File: src/core/ddrct_pkg.sv
// Summary of operation
// - wait two clocks after mode register set
// - wait 75 ns after self refresh exit
// - wait 200 clocks before read after exit
// - never owe more than eight refreshes
// - first write strobe rise one clock later
// - write strobe high and low phases wide
// - strobe fall away from clock edges
// - hold write preamble after command edge
// - strobe driven low by command edge
// - hold strobe low after last edge
// - recovery count rounds both terms up
// - illegal operation forces full reinitialization
// - non-read exit gap may use refresh+1
// - change clock only during self refresh
package ddrct_pkg;
   // ****************************************
   // timing
   // ****************************************
   localparam int clk_period_ns = 10;
   localparam int mode_set_gap = 2;
   localparam int self_refresh_exit_other_gap_ns = 75;
   localparam int auto_refresh_row_cycle_ns = 75;
   localparam int self_refresh_exit_other_cycles =
      (self_refresh_exit_other_gap_ns + clk_period_ns - 1) / clk_period_ns;
   localparam int refresh_cycles =
      (auto_refresh_row_cycle_ns + clk_period_ns - 1) / clk_period_ns;
   localparam int self_refresh_exit_read_gap = 200;
   localparam int max_owed_refresh = 8;
   // memory clock divider: half period in system clocks
   localparam int mclk_half = 4;
   localparam int mem_clk_period_ns = clk_period_ns * mclk_half * 2;
   localparam int write_recovery_time_ns = 15;
   localparam int precharge_time_ns = 20;
   // in memory clocks: the memory counts it against its own clock
   localparam int autoprecharge_write_recovery_count =
      (write_recovery_time_ns + mem_clk_period_ns - 1) / mem_clk_period_ns +
      (precharge_time_ns + mem_clk_period_ns - 1) / mem_clk_period_ns;
   localparam int burst_beats = 4;
   localparam int cnt_w = 8;
   // ****************************************
   // commands (cs_n ras_n cas_n we_n)
   // ****************************************
   localparam logic [3:0] cmd_nop = 4'h7;
   localparam logic [3:0] cmd_mrs = 4'h0;
   localparam logic [3:0] cmd_ref = 4'h1;
   localparam logic [3:0] cmd_read = 4'h5;
   localparam logic [3:0] cmd_write = 4'h4;
   localparam logic [3:0] cmd_pre = 4'h2;
   typedef enum logic [2:0] {
      req_none_type_v, req_mrs, req_ref, req_read, req_write,
      req_sr_enter, req_sr_exit, req_pre
   } ddrct_req_type;
endpackage

File: src/core/ddrct_gap_timer.sv
`timescale 1ns/1ps
// one down-counter per constraint
module ddrct_gap_timer (
   input wire logic clk, // system clock
   input wire logic sys_rst, // sync reset
   input wire logic ce, // clock enable
   input wire logic load, // start the gap
   input wire logic [7:0] count, // gap in cycles
   output logic busy // gap still running
);
   logic [7:0] cnt_q;
   always_ff @(posedge clk) begin
      if (sys_rst) begin
         cnt_q <= 8'h00;
      end else if (ce) begin
         if (load) begin
            cnt_q <= count;
         end else if (cnt_q != 8'h00) begin
            cnt_q <= cnt_q - 8'h01;
         end
      end
   end
   assign busy = (cnt_q != 8'h00);
endmodule

File: src/core/ddrct_sync.sv
`timescale 1ns/1ps
// two-flop level synchroniser
module ddrct_sync (
   input wire logic clk, // system clock
   input wire logic sys_rst, // sync reset
   input wire logic ce, // clock enable
   input wire logic d, // async level
   output logic q // synchronised level
);
   logic meta_q;
   logic sync_q;
   always_ff @(posedge clk) begin
      if (sys_rst) begin
         meta_q <= 1'b0;
         sync_q <= 1'b0;
      end else if (ce) begin
         meta_q <= d;
         sync_q <= meta_q;
      end
   end
   assign q = sync_q;
endmodule

File: src/core/ddrct_host.sv
`timescale 1ns/1ps
// controller side: command sequencing, gap timers, write strobe generation
module ddrct_host (
   input wire logic clk, // system clock 100 MHz
   input wire logic sys_rst, // sync reset, active high
   input wire logic ce, // clock enable
   input wire logic [2:0] req, // request code, ddrct_req_type
   input wire logic req_valid, // request present
   input wire logic refresh_tick, // refresh interval elapsed
   input wire logic illegal_event, // timing violation seen
   input wire logic dqs_in, // strobe pin input
   output logic req_ready, // request taken, high one cycle after acceptance
   output logic mem_ck, // memory clock out
   output logic [3:0] mem_cmd, // cs_n ras_n cas_n we_n
   output logic mem_cke, // memory clock enable
   output logic dqs_out, // strobe drive value
   output logic dqs_oe_n, // strobe output enable, low drives
   output logic read_strobe_seen, // read strobe toggle seen
   output logic [3:0] owed_refresh, // refreshes postponed
   output logic init_needed // reinitialization required
);
   // ****************************************
   // memory clock divider
   // ****************************************
   logic [2:0] div_q;
   logic mck_q;
   wire div_end = (div_q == 3'(ddrct_pkg::mclk_half - 1));
   wire mck_rise = div_end && !mck_q;
   wire mck_fall = div_end && mck_q;
   always_ff @(posedge clk) begin
      if (sys_rst) begin
         div_q <= 3'h0;
         mck_q <= 1'b0;
      end else if (ce) begin
         div_q <= div_end ? 3'h0 : div_q + 3'h1;
         if (div_end) begin
            mck_q <= !mck_q;
         end
      end
   end
   // ****************************************
   // sequencer
   // ****************************************
   typedef enum logic [2:0] {
      st_idle, st_selfref, st_write, st_post, st_dead
   } ddrct_state_type;
   ddrct_state_type state_q;
   logic [3:0] cmd_q;
   logic cke_q;
   logic [3:0] owed_q;
   logic rdy_q;
   logic dqs_q;
   logic oe_n_q;
   logic [3:0] edge_q;
   logic mrs_busy, xo_busy, xr_busy, dal_busy;
   logic dead_q;
   wire [2:0] rq = req;
   wire issue = ce && mck_fall && req_valid && (state_q == st_idle);
   wire is_mrs = (rq == 3'(ddrct_pkg::req_mrs));
   wire is_ref = (rq == 3'(ddrct_pkg::req_ref));
   wire is_rd = (rq == 3'(ddrct_pkg::req_read));
   wire is_wr = (rq == 3'(ddrct_pkg::req_write));
   wire is_sre = (rq == 3'(ddrct_pkg::req_sr_enter));
   wire is_pre = (rq == 3'(ddrct_pkg::req_pre));
   wire gap_ok = !mrs_busy && !dal_busy && !xo_busy;
   wire rd_ok = !mrs_busy && !dal_busy && !xr_busy;
   wire can = is_rd ? rd_ok : gap_ok;
   wire go = issue && can && !dead_q;
   wire sr_exit_go = ce && mck_fall && req_valid && state_q == st_selfref
      && rq == 3'(ddrct_pkg::req_sr_exit);
   wire ref_go = go && is_ref;
   // owed count cannot pass eight: a tick at the limit forces reinitialization unless a refresh is issued in the same cycle
   wire owe_inc = refresh_tick && ce;
   wire owe_full = (owed_q == 4'(ddrct_pkg::max_owed_refresh));
   always_ff @(posedge clk) begin
      if (sys_rst) begin
         owed_q <= 4'h0;
      end else if (owe_inc && !ref_go && !owe_full) begin
         owed_q <= owed_q + 4'h1;
      end else if (ref_go && !owe_inc && owed_q != 4'h0) begin
         owed_q <= owed_q - 4'h1;
      end
   end
   // violation forces power-down and reinit; sticky until reset
   always_ff @(posedge clk) begin
      if (sys_rst) begin
         dead_q <= 1'b0;
      end else if (ce && (illegal_event || (owe_full && owe_inc
         && !ref_go))) begin
         dead_q <= 1'b1;
      end
   end
   ddrct_gap_timer u_mrs (
      .clk(clk), .sys_rst(sys_rst), .ce(ce),
      .load(go && is_mrs),
      .count(8'(ddrct_pkg::mode_set_gap * ddrct_pkg::mclk_half * 2)),
      .busy(mrs_busy)
   );
   ddrct_gap_timer u_xo (
      .clk(clk), .sys_rst(sys_rst), .ce(ce),
      .load(sr_exit_go),
      .count(8'(ddrct_pkg::refresh_cycles + ddrct_pkg::mclk_half * 2)),
      .busy(xo_busy)
   );
   logic [10:0] xr_q;
   always_ff @(posedge clk) begin
      if (sys_rst) begin
         xr_q <= 11'h000;
      end else if (ce) begin
         if (sr_exit_go) begin
            xr_q <= 11'(ddrct_pkg::self_refresh_exit_read_gap *
               ddrct_pkg::mclk_half * 2);
         end else if (xr_q != 11'h000) begin
            xr_q <= xr_q - 11'h001;
         end
      end
   end
   assign xr_busy = (xr_q != 11'h000);
   // recovery starts when the strobe is let go after the postamble
   wire dal_load = ce && (state_q == st_post) && (mck_rise || mck_fall);
   ddrct_gap_timer u_dal (
      .clk(clk), .sys_rst(sys_rst), .ce(ce),
      .load(dal_load),
      .count(8'(ddrct_pkg::autoprecharge_write_recovery_count *
         ddrct_pkg::mclk_half * 2)),
      .busy(dal_busy)
   );
   // read strobe watch: pin passes two flops first
   logic dqs_s, dqs_prev_q, seen_q;
   ddrct_sync u_sync (
      .clk(clk), .sys_rst(sys_rst), .ce(ce), .d(dqs_in), .q(dqs_s)
   );
   always_ff @(posedge clk) begin
      if (sys_rst) begin
         dqs_prev_q <= 1'b0;
         seen_q <= 1'b0;
      end else if (ce) begin
         dqs_prev_q <= dqs_s;
         seen_q <= dqs_s != dqs_prev_q;
      end
   end
   // command and strobe state
   always_ff @(posedge clk) begin
      if (sys_rst) begin
         state_q <= st_idle;
         cmd_q <= ddrct_pkg::cmd_nop;
         cke_q <= 1'b1;
         rdy_q <= 1'b0;
         dqs_q <= 1'b0;
         oe_n_q <= 1'b1;
         edge_q <= 4'h0;
      end else if (ce) begin
         rdy_q <= go || sr_exit_go;
         if (mck_fall) begin
            cmd_q <= ddrct_pkg::cmd_nop;
         end
         case (state_q)
            st_idle: begin
               if (dead_q) begin
                  state_q <= st_dead;
                  cke_q <= 1'b0;
               end else if (go) begin
                  // command set up half a clock before memory rising edge
                  if (is_mrs) cmd_q <= ddrct_pkg::cmd_mrs;
                  else if (is_ref) cmd_q <= ddrct_pkg::cmd_ref;
                  else if (is_rd) cmd_q <= ddrct_pkg::cmd_read;
                  else if (is_pre) cmd_q <= ddrct_pkg::cmd_pre;
                  else if (is_sre) begin
                     cmd_q <= ddrct_pkg::cmd_ref;
                     cke_q <= 1'b0;
                     state_q <= st_selfref;
                  end else if (is_wr) begin
                     cmd_q <= ddrct_pkg::cmd_write;
                     oe_n_q <= 1'b0;
                     dqs_q <= 1'b0;
                     edge_q <= 4'h0;
                     state_q <= st_write;
                  end
               end
            end
            st_selfref: begin
               if (sr_exit_go) begin
                  cke_q <= 1'b1;
                  state_q <= st_idle;
               end
            end
            st_write: begin
               // strobe toggles on memory clock edges: first rise one
               // clock after command, phases half a clock each
               if (mck_rise || mck_fall) begin
                  if (edge_q != 4'h0 || mck_fall) begin
                     edge_q <= edge_q + 4'h1;
                  end
                  if (edge_q == 4'h1) dqs_q <= 1'b1;
                  else if (edge_q > 4'h1) dqs_q <= !dqs_q;
                  // last edge is a fall, so the postamble starts low
                  if (edge_q == 4'(ddrct_pkg::burst_beats)) begin
                     state_q <= st_post;
                  end
               end
            end
            st_post: begin
               // strobe low for a full half clock, then released
               if (mck_rise || mck_fall) begin
                  oe_n_q <= 1'b1;
                  dqs_q <= 1'b0;
                  state_q <= st_idle;
               end
            end
            default: begin
               cke_q <= 1'b0;
            end
         endcase
      end
   end
   assign req_ready = rdy_q;
   assign mem_ck = mck_q;
   assign mem_cmd = cmd_q;
   assign mem_cke = cke_q;
   assign dqs_out = dqs_q;
   assign dqs_oe_n = oe_n_q;
   assign read_strobe_seen = seen_q;
   assign owed_refresh = owed_q;
   assign init_needed = dead_q;
   // ****************************************
   // checks
   // ****************************************
   // cycles since the last self refresh exit, saturating
   logic [11:0] since_exit_q;
   always_ff @(posedge clk) begin
      if (sys_rst) begin
         since_exit_q <= 12'hfff;
      end else if (ce) begin
         if (sr_exit_go) begin
            since_exit_q <= 12'h000;
         end else if (since_exit_q != 12'hfff) begin
            since_exit_q <= since_exit_q + 12'h001;
         end
      end
   end
endmodule

File: config.mk
export PLATFORM = sky130hd
export DESIGN_NAME = ddrct_host
export DESIGN_NICKNAME = d
export VERILOG_FILES = /design/src/core/ddrct_pkg.sv /design/src/core/ddrct_gap_timer.sv /design/src/core/ddrct_sync.sv /design/src/core/ddrct_host.sv
export SDC_FILE = /design/constraint.sdc
export NUM_CORES = 1
export LEC_CHECK = 0
export ABC_CLOCK_PERIOD_IN_PS = 3500
export BUFFER_PORTS_ARGS = -buffer_cell sky130_fd_sc_hd__buf_2
export CORE_MARGIN = 8
export CORE_UTILIZATION = 54
export DETAILED_ROUTE_END_ITERATION = 16
export GPL_TIMING_DRIVEN = 0
export PLACE_DENSITY = 0.76
export SLEW_MARGIN = 25
export SYNTH_ARGS = -nofsm -noshare
export SYNTH_HDL_FRONTEND = slang
export SYNTH_SLANG_ARGS = --single-unit
File: constraint.sdc
create_clock -name clk -period 3.5 [get_ports clk]
set_input_delay 0.525 -clock clk [delete_from_list [all_inputs] [get_ports clk]]
set_output_delay 0.525 -clock clk [all_outputs]
set_load 0.01 [all_outputs]
### Word level (Yosys, flattened, before mapping)

Cells that the tools add are included.
W data, S select, Z words.

* latch bits: 0
* memory bits (read-only): 0
* flip-flop bits (word level): 63
* memories kept: 0
* RAM bits: 0
* word-level logic and storage cells: 200

* add/subtract/negate cells: 8
* $lt $le $gt $ge: 1
* muxes and demuxes: 70
* divide/modulo/power cells: 0
* reduce and logical (&&, ||, !) cells: 65
* shift operators: 0
* equal/unequal tests: 36
* bitwise logic cells: 1
* multiply operators: 0

Operators with widths (count)
* $mux W4: 22
* $mux W8: 6
* $mux W3: 13
* $logic_and A1 B1 Y1: 24
* $ne A2 B2 Y1 const B: 12
* $reduce_and A12 Y1: 2
* $reduce_bool A8 Y1: 3
* $sub A8 B1 Y8 const B: 3
* $mux W1: 22
* $mux W11: 2
* $ne A3 B3 Y1 const B: 7
* $eq A3 B2 Y1 const B: 5
* $reduce_bool A2 Y1: 7
* $reduce_and A13 Y1: 1
* $eq A3 B3 Y1 const B: 4
* $pmux W3 S4: 1
* $reduce_bool A4 Y1: 3
* $reduce_and A11 Y1: 1
* $reduce_bool A11 Y1: 1
* $sub A11 B1 Y11 const B: 1
* $logic_not A1 Y1: 10
* $reduce_and A2 Y1: 5
* $reduce_and A9 Y1: 1
* $add A4 B1 Y4 const B: 2
* other kinds (18): 23

### Logic depth before layout (Yosys ltp)

Gate-level depths: netlist of the first run.

* depth in word-level cells: 12
* mapped depth: 13
* depth with buffers taken out: 12

### Cells and area by module

Synthesis of the first run repeated with hierarchy kept, for this count alone.

* cell total of the unflattened synthesis: 471
* area total of the unflattened synthesis: 3897.5 um2

Modules (own cells, without submodules)
* ddrct_host: area an instance 2155.8 um2, times used 1, cells each 258
* ddrct_gap_timer: area an instance 558.0 um2, times used 3, cells each 69
* ddrct_sync: area an instance 67.6 um2, times used 1, cells each 6

### Worst setup path after synthesis of the first run

Ideal clock, no wire load.

* kind: reg-to-reg
* from: reg u_mrs.cnt_q[0]
* to: reg owed_q[3] (netlist: owed_refresh[3])
* period minus slack after synthesis: 3.441 ns
* setup time: 0.121 ns
* data arrival time: 3.321 ns
* slack: 0.059 ns
* required time: 3.379 ns
* stages on the path, launching flop included: 13
* path buffers: 0
* cell sequence: dfxtp_1 > inv_1 > ha_1 > or4b_2 > or4_1 > a2111oi_4 > nand2b_1 > ha_1 > a21o_1 > a21oi_1 > nand4b_1 > o21ai_0 > mux2_2

* cells in the longest elaborated chain, start to end: 12
* elaborated cells between the ends (all ways): 16
* those cells by class: 2 x mux; 14 x reduce/logical

Ends and longest elaborated chain
* from (decl): line ddrct_gap_timer.sv:11 `logic [7:0] cnt_q;`
* from (signal assigned): line ddrct_gap_timer.sv:17 `cnt_q <= count;`
* from (signal assigned): line ddrct_gap_timer.sv:19 `cnt_q <= cnt_q - 8'h01;`
* $reduce_bool A8 Y1 *: line ddrct_gap_timer.sv:23 `assign busy = (cnt_q != 8'h00);`
* $logic_not A1 Y1 *: line ddrct_host.sv:65, ddrct_host.sv:66
* $logic_and A1 B1 Y1 *: line ddrct_host.sv:65, ddrct_host.sv:66
* $logic_and A1 B1 Y1 (on tied branches): line ddrct_host.sv:65, ddrct_host.sv:66
* $mux W1 *: line ddrct_host.sv:67 `wire can = is_rd ? rd_ok : gap_ok;`
* $logic_and A1 B1 Y1 * (2 in a row): line ddrct_host.sv:68 `wire go = issue && can && !dead_q;`
* $logic_and A1 B1 Y1 *: line ddrct_host.sv:71 `wire ref_go = go && is_ref;`
* $logic_not A1 Y1: line ddrct_host.sv:78 `end else if (owe_inc && !ref_go && !owe_full) begin`
* $logic_and A1 B1 Y1 (2 in a row): line ddrct_host.sv:78
* $mux W4 / $reduce_bool A2 Y1 (equally long branches)
* to (signal assigned): line ddrct_host.sv:79 `owed_q <= owed_q + 4'h1;`
* to (signal assigned): line ddrct_host.sv:81 `owed_q <= owed_q - 4'h1;`
* to (decl): line ddrct_host.sv:50 `logic [3:0] owed_q;`

Mark *: on every way between the ends. The rest lies on a longest branch, timed or not.
A chain may end at the register's enable or synchronous reset.

### Final worst setup path of the first run

* from: reg xr_q[0]
* to: reg owed_q[3] (netlist: owed_refresh[3])

* cells in the longest elaborated chain, start to end: 11
* elaborated cells between the ends (all ways): 14
* those cells by class: 2 x mux; 12 x reduce/logical

Ends and longest elaborated chain
* from (decl): line ddrct_host.sv:105 `logic [10:0] xr_q;`
* from (signal assigned): line ddrct_host.sv:111 `xr_q <= 11'(ddrct_pkg::self_refresh_exit_read_gap *`
* from (signal assigned): line ddrct_host.sv:114 `xr_q <= xr_q - 11'h001;`
* $reduce_bool A11 Y1 *: line ddrct_host.sv:118 `assign xr_busy = (xr_q != 11'h000);`
* $logic_not A1 Y1 *: line ddrct_host.sv:66 `wire rd_ok = !mrs_busy && !dal_busy && !xr_busy;`
* $logic_and A1 B1 Y1 *: line ddrct_host.sv:66
* $mux W1 *: line ddrct_host.sv:67
* $logic_and A1 B1 Y1 * (2 in a row): line ddrct_host.sv:68
* $logic_and A1 B1 Y1 *: line ddrct_host.sv:71
* $logic_not A1 Y1: line ddrct_host.sv:78
* $logic_and A1 B1 Y1 (2 in a row): line ddrct_host.sv:78
* $mux W4 / $reduce_bool A2 Y1 (equally long branches)

Marks and branches as above.

==> results.md, run 1 <==
Timing:
- Setup violations remaining at the end of the flow were counted as 0.
- At the pin with the least slew margin, the transition time is 0.7498 ns.
- The post-route minimum period is 3.416 ns.
- The count of pins over their slew limit came to 0.
- The post-route clock skew is 0.008082 ns.
- In the finished design, the share of the clock period the worst path needs comes to 0.9761.
- The final hold slack is 0.4365 ns.
- The final hold violation count is 0.
- The worst relative slew slack is 0.4955.
- The peak clock frequency supported by timing is 292.7 MHz.

Floorplanning:
- The total area inside the core boundary comes to 5991 sq um.
- The floorplan has 28 rows.
- The floorplan die width is 95.01 microns.
- The starting utilization of the core area is 0.5627.
- The die height is 95.01 microns.
- The area of the die is 9026 sq um.
- The I/O pin total is 25.

Final layout:
- In the final layout, the share of cells above drive strength 1 is 0.1438.
- The post-route core utilization is 0.6426.
- 0 antenna diodes ended up in the layout.
- In the final design database the tool counted 458 nets.
- The final-layout fill cell count is 508.
- The area growth from synthesis to layout is 14.22%.

Yosys:
- Counting every instance in the synthesized netlist gives 398.
- The number of nets handed over by synthesis was 423.
- The sequential element share of the synthesized area is 0.3742.
- After synthesis, the netlist uses 60 different library cells.
- Of the post-synthesis cell area, the dominant cell type holds 0.3742.
- The number of synthesis warnings is 0.
- The register bit count reported by yosys is 63.
- The top cell type by total area after synthesis is sky130_fd_sc_hd__dfxtp_1.
- In the post-synthesis netlist, the cell with the most instances is sky130_fd_sc_hd__dfxtp_1.
- The most used flip-flop cell after synthesis is sky130_fd_sc_hd__dfxtp_1.
- After synthesis, the share of flip-flops with an asynchronous set or reset is 0.
- The number of flops mapped to enable cells by yosys is 0.
- In this run the cell area of the synthesized design comes to 3371 sq um.
- By count the netlist is led by 63 x sky130_fd_sc_hd__dfxtp_1, 62 x sky130_fd_sc_hd__nor2_1, 30 x sky130_fd_sc_hd__nand2_1.
- After synthesis, the cell types taking the most area are sky130_fd_sc_hd__dfxtp_1 37%, sky130_fd_sc_hd__nor2_1 6.9%, sky130_fd_sc_hd__xor2_1 5.5%.
- The post-synthesis area per instance is 8.469 sq um.

Pwr:
- In this run the static leakage power is 1.531 nW.
- The areal power density over the cells is 767.7 nW/um^2.
- The peak ir drop on the vdd network is 0.0004872 V.

CTS:
- The clock latency of the later-clocked register in the worst-skew pair is 0.33 ns.
- The clock tree from TritonCTS is done.
- TritonCTS created 9 clock buffers.
- The clock input transition at the sequential cells of the worst setup and hold paths is 0.07 ns.
- The longest clock path from root to sink contains 2 buffers.
- The clock tree root buffer cell is sky130_fd_sc_hd__clkbuf_8.
- CTS saw 63 sinks.
- In this run the number of H-tree levels came out at 3.
- The number of buffers inserted by hold repair at cts is 0.

Global routing:
- Entering global routing, the biggest net connects 11 pins.
- The overall track demand over capacity in global routing is 0.1892.
- The overflow left after global routing is 0.
- The number of global-route vias before repair is 2882.
- The initial antenna violation count is 0.
- The first global-routing pass estimated 13540 microns of wire.

Worst setup path:
- The endpoint of the most critical register-to-register path is owed_refresh[3].
- Setup slack on the worst reg-to-reg path comes out at 0.08 ns.
- STA classifies the critical path startpoint as a flop.
- In this run the worst path has a maximum fanout of 4.
- Data on the critical path arrives at its endpoint at 3.63 ns.
- The kind of critical path is reg -> reg.
- The logic depth of the worst register-to-register path is 12.
- The type of destination of the critical path is a flop.
- In this run the critical register-to-register path is launched from xr_q[0].
- The required time of the critical path is 3.72 ns.

Drt:
- The routed wire length per instance is 15.44 microns.
- The first detailed-routing pass ran for 4 iterations.
- The detailed router placed 2975 vias in this run.
- The count of antenna-violating nets left after detailed routing is 0.
- The count of unresolved DRC violations after routing is 0.
- The detailed-route wire length is 7923 microns.
- The vias per cell is 5.799.
- The number of DRC markers in iteration 0 is 170.

Flow run:
- Across the run, the number of max-cap violations was 0.

Min path:
- The worst hold path was traced through 3 stages.
- In this run the most critical hold path is launched from dqs_in.
- The path with the worst hold slack has its endpoint at u_sync.meta_q.
- The path class of the tightest hold or removal check is in -> reg.

Place:
- In this run the tool buffered the top-level ports with 23 buffer cells.
- The congestion estimate from routability-driven global placement came to 0.8839.
- Detailed placement ended at an HPWL of 5604 microns.

Outcome:
- The flow ran to the end, and the final reports show no timing, DRC or antenna violations.
==> what timing repair did <==
| item | CTS | global route |
|---|---|---|
| setup buffers | 1 | 1 |
| pin swaps | 1 | 4 |
| gates resized for setup | 2 | 10 |
| endpoints found under the setup margin | 1 | 1 |
==> critical path, cell delays in order, from the launching register on <==
cell	delay (ns)
sky130_fd_sc_hd__dfxtp_2	0.33
sky130_fd_sc_hd__inv_2	0.09
sky130_fd_sc_hd__ha_4	0.14
sky130_fd_sc_hd__or3b_4	0.37
sky130_fd_sc_hd__or4_4	0.58
sky130_fd_sc_hd__a2111oi_4	0.41
sky130_fd_sc_hd__nand2b_4	0.22
sky130_fd_sc_hd__ha_1	0.23
sky130_fd_sc_hd__a21o_1	0.20
sky130_fd_sc_hd__a21oi_2	0.17
sky130_fd_sc_hd__nand4b_1	0.12
sky130_fd_sc_hd__o21ai_1	0.10
sky130_fd_sc_hd__mux2_2	0.34
==> how the worst max path moves through the flow <==
stage                               from         endpoint  slack (ns)  cells after the start
after floorplan           u_mrs.cnt_q[0]  owed_refresh[3]        0.06                     12
after global placement    u_mrs.cnt_q[0]  owed_refresh[3]       -0.19                     12
after detailed placement  u_mrs.cnt_q[0]  owed_refresh[3]       -0.22                     12
after CTS                 u_mrs.cnt_q[0]  owed_refresh[3]        0.01                     12
after global routing             xr_q[0]  owed_refresh[3]       -0.03                     12
final                            xr_q[0]  owed_refresh[3]        0.08                     12
==> logic make-up after synthesis <==
family | share of synthesized area
simple gates | 0.2439
compound gates | 0.1674
flops | 0.3742
buf+inv | 0.04046
xor+xnor | 0.08575
fa+ha+maj | 0.05791
mux | 0.03044
==> power by group <==
| part | total, mW | switching (mW) | leakage, nW | internal (mW) |
|---|---|---|---|---|
| sequential | 1.06 | 0.156 | 0.516 | 0.904 |
| clock | 0.715 | 0.275 | 0.114 | 0.440 |
| combinational | 1.18 | 0.653 | 0.901 | 0.527 |
==> cell usage in the layout (no fill, tap or decap), types with 11 or more instances in the layout <==
cell type and instances:
sky130_fd_sc_hd__buf_2 24, sky130_fd_sc_hd__ha_1 13, sky130_fd_sc_hd__inv_1 15, sky130_fd_sc_hd__xor2_1 21
sky130_fd_sc_hd__dfxtp_1 62, sky130_fd_sc_hd__clkbuf_8 11, sky130_fd_sc_hd__nand2_1 30, sky130_fd_sc_hd__xnor2_1 12
sky130_fd_sc_hd__nor2_1 62, sky130_fd_sc_hd__a21oi_1 23, sky130_fd_sc_hd__clkbuf_1 17
==> metal layers <==
| layer | track usage | routed length [microns] | vias up | part of all wire |
|---|---|---|---|---|
| met1 | 0.2369 | 3679 | 1408 | 0.46 |
| met3 | 0.04841 | 398 | 16 | 0.050 |
| met2 | 0.3007 | 3704 | 78 | 0.47 |
| met5 | 0 | 0 | - | 0 |
| li1 | - | - | 1473 | - |
| met4 | 0.08192 | 141 | 0 | 0.018 |
==> layout make-up <==
class / instances / area, sq um / share of cell area
well taps: 75 / 93.84 / 0.02437
repair buffers: 25 / 130.1 / 0.03380
clock inverters: 3 / 65.06 / 0.01690
flip-flops and latches: 63 / 1262 / 0.3279
inverters: 18 / 67.56 / 0.01755
multi-input cells: 299 / 2007 / 0.5213
plain buffers: 17 / 65.06 / 0.01690
clock buffers: 13 / 158.9 / 0.04127
==> registers in the layout, indices dropped and copies added (netlist names), 4 cells and up <==
register,cells
u_xo.cnt_q,8
mem_cmd,4
u_dal.cnt_q,8
edge_q,4
u_mrs.cnt_q,8
owed_refresh,4
xr_q,11
==> through the flow <==
stage | setup TNS, ns | total power [mW] | setup slack [ns] | std cells | area, sq um
finish | 0 | 2.955 | 0.08373 | 513 | 3850
CTS | 0 | 2.927 | 0.01031 | 513 | 3822
detailed placement | -0.2204 | 2.193 | -0.2204 | 496 | 3580
global route | -0.03202 | 3.192 | -0.03202 | 513 | 3850
floorplan | 0 | 1.978 | 0.05860 | 398 | 3371
global placement | -0.1850 | 2.152 | -0.1850 | 496 | 3580
Note: power is estimated with default switching activity, not from simulation.
==> run 2: changes to the inputs <==
BUFFER_PORTS_ARGS = -buffer_cell sky130_fd_sc_hd__buf_4   (was -buffer_cell sky130_fd_sc_hd__buf_2)
==> run 2 against run 1 <==
  * Die area did not move
  * Clock power decreased by 12%
  * Total power is 3.5% lower
  * Clock skew is 0.0026 ns higher
  * Sequential share of layout area decreased by 0.53 points
  * Worst setup slack improved by 0.0075 ns
  * Flip-flop and latch count unchanged
  * Cell count rose by 1.2%
  * Routed wire length is 0.97% higher
  * Sequential power barely moved
  * Largest power group unchanged
  * Highest routed layer unchanged
==> results.md, run 2 (synthesis gave the netlist of run 1 again) <==
Final layout:
- The most frequent standard cell in the layout excluding fill and tap cells is sky130_fd_sc_hd__dfxtp_1.
- Once layout is complete, the utilization of the core stands at 0.6525.
- Counting flops per register, the top entry is xr_q.
- The multi-input combinational cells in the finished layout cover a total of 1994 sq um.
- The number of flip-flops in the largest register is 11.
- Of the cells placed in the final design, the portion with a size suffix greater than 1 is 0.1554.
- The area occupied by registers is 1261 sq um.
- Counting the fill cells in the layout gives 500.
- The number of antenna diodes is 0.
- In the layout the commonest cells are 63 x sky130_fd_sc_hd__dfxtp_1, 62 x sky130_fd_sc_hd__nor2_1, 30 x sky130_fd_sc_hd__nand2_1, 30 x sky130_fd_sc_hd__buf_4, 23 x sky130_fd_sc_hd__a21oi_1.
- The number of nets in the finished design is 464.
- From synthesis to final layout, the design area changed by 15.96%.

Worst setup path:
- By startpoint and endpoint, the worst setup path is classified as reg -> reg.
- The worst register-to-register path ends at owed_refresh[3].
- STA puts the critical path data required time at 3.73 ns.
- The worst-case register-to-register setup slack is 0.09 ns.
- The critical path starts at xr_q[0].
- The arrival time reported for the critical path endpoint is 3.64 ns.
- The type of destination of the critical path is a flop.
- The critical path startpoint category is a flop.
- In this run the worst path has a maximum fanout of 3.
- In this run the critical register-to-register path is launched from xr_q[0].
- The termination of the worst setup path is owed_refresh[3].
- The logic depth of the worst register-to-register path is 12.

Timing:
- The post-route minimum period is 3.409 ns.
- The peak clock frequency supported by timing is 293.4 MHz.
- The slew of the pin with the lowest slew margin is 0.7869 ns.
- The post-route clock skew is 0.01065 ns.
- After routing, the total negative slack on setup checks comes to 0 ns.
- The worst path meets setup with 0.09123 ns of slack.
- The share of the clock period used by the worst path is 0.9739.
- The count of pins over their slew limit is 0.
- The final hold violation count is 0.
- Final hold analysis gives a worst-case slack of 0.4156 ns.
- Measured against its own limit, the worst slew margin works out to 0.4705.
- Setup violations remaining at the end of the flow were counted as 0.

Flow run:
- Across the run, the number of max-cap violations was 0.

CTS:
- In this run the deepest clock path goes through 2 buffers.
- TritonCTS built the clock tree.
- The later pin in the worst-skew pair is clocked with a latency of 0.35 ns.
- The root buffer cell chosen for the clock tree is sky130_fd_sc_hd__clkbuf_8.
- The clock input transition at the sequential cells of the worst setup and hold paths is 0.08 ns.
- Clock tree synthesis inserted a total of 9 buffers.
- The number of H-tree levels is 3.
- The total clock sinks is 63.

Floorplanning:
- For this design the top-level I/O count stands at 25.
- The floorplan step set the die width to 95.01 microns.
- The area of the die is 9026 sq um.
- The placement row count is 28.
- The starting utilization of the core area is 0.5627.
- In this run the standard cell core region covers 5991 sq um.
- The die height is 95.01 microns.

Global routing:
- The initial antenna violation count is 0.
- The overflow left after global routing is 0.
- Entering global routing, the biggest net connects 12 pins.
- For this run, the total global-route usage over all layers was measured as 0.1844.
- The number of global-route vias before repair was 2857.
- The first global-routing pass estimated 13210 microns of wire.

Pwr:
- VDD sags by at most 0.0005360 V.
- The cell leakage power is 1.552 nW.
- For this design the ratio of total power to cell area is 729.7 nW/um^2.
- The design draws 2.852 mW.

Min path:
- The path class of the tightest hold or removal check is in -> reg.
- The worst hold path passes through 3 cells.

Drt:
- The routed layout has 3022 vias.
- The first detailed-routing pass ran for 4 iterations.
- The number of DRC markers in iteration 0 is 203.
- The count of unresolved DRC violations after routing is 0.
- The routed wire length per instance is 15.41 microns.
- The count of antenna-violating nets left after detailed routing is 0.
- The vias per cell is 5.823.
- After detailed routing, the total wire length is 8000 microns.

Place:
- The count of buffers added on input and output ports is 23.
- OpenSTA, run right after detailed placement, puts the worst setup slack at -0.2150 ns.
- The routability congestion estimate is 0.8838.
- The final HPWL from detailed placement is 5634 microns.

Outcome:
- The run finished with clean final reports.
[run 2: worst max-delay path, stage by stage (launching register included)]
cell,delay [ns]
sky130_fd_sc_hd__dfxtp_1,0.33
sky130_fd_sc_hd__inv_2,0.07
sky130_fd_sc_hd__ha_2,0.17
sky130_fd_sc_hd__or3b_2,0.46
sky130_fd_sc_hd__or4_4,0.57
sky130_fd_sc_hd__a2111oi_4,0.36
sky130_fd_sc_hd__nand2b_4,0.20
sky130_fd_sc_hd__ha_1,0.23
sky130_fd_sc_hd__a21o_1,0.19
sky130_fd_sc_hd__a21oi_2,0.15
sky130_fd_sc_hd__nand4b_1,0.12
sky130_fd_sc_hd__o21ai_1,0.11
sky130_fd_sc_hd__mux2_2,0.34
[run 2: how the worst min path moves through the flow]
stage               startpoint             to  slack [ns]
global placement    mem_cmd[3]     mem_cmd[3]        0.42
floorplan           mem_cmd[3]     mem_cmd[3]        0.46
detailed placement  mem_cmd[3]     mem_cmd[3]        0.44
global route            dqs_in  u_sync.meta_q        0.42
CTS                     dqs_in  u_sync.meta_q        0.42
finish                  dqs_in  u_sync.meta_q        0.42
[run 2: repair_timing]
action                     in CTS  in global routing
resized for setup               2                  7
buffers inserted                3                  4
setup endpoints to repair       1                  1
hold buffers                    0                  0
pin swaps                       1                  4
[run 2: report_power, final]
| group | leakage (nW) | switching [mW] | internal, mW |
|---|---|---|---|
| combinational | 0.938 | 0.638 | 0.522 |
| sequential | 0.516 | 0.158 | 0.903 |
| clock | 0.0981 | 0.288 | 0.344 |
| total | 1.55 | 1.08 | 1.77 |
[run 2: area by class of cell]
type                    count  area share
plain buffers              18     0.01761
clock buffers              10     0.03521
clock inverters             6     0.01536
inverters                  18     0.01729
multi-input cells         299      0.5102
flip-flops and latches     63      0.3227
well taps                  75     0.02401
repair buffers             30     0.05762
[run 2: through the flow]
| stage | area [sq um] | std cells |
|---|---|---|
| floorplan | 3371 | 398 |
| global placement | 3637 | 496 |
| detailed placement | 3637 | 496 |
| CTS | 3869 | 515 |
| global route | 3909 | 519 |
| finish | 3909 | 519 |
[run 2: layer usage]
| layer | track usage | part of all wire | wire (microns) | vias to the layer above |
|---|---|---|---|---|
| li1 | - | - | - | 1483 |
| met1 | 0.2269 | 0.45 | 3588 | 1451 |
| met2 | 0.2961 | 0.47 | 3775 | 73 |
| met3 | 0.04365 | 0.065 | 517 | 15 |
| met4 | 0.08973 | 0.015 | 119 | 0 |
| met5 | 0 | 0 | 0 | - |
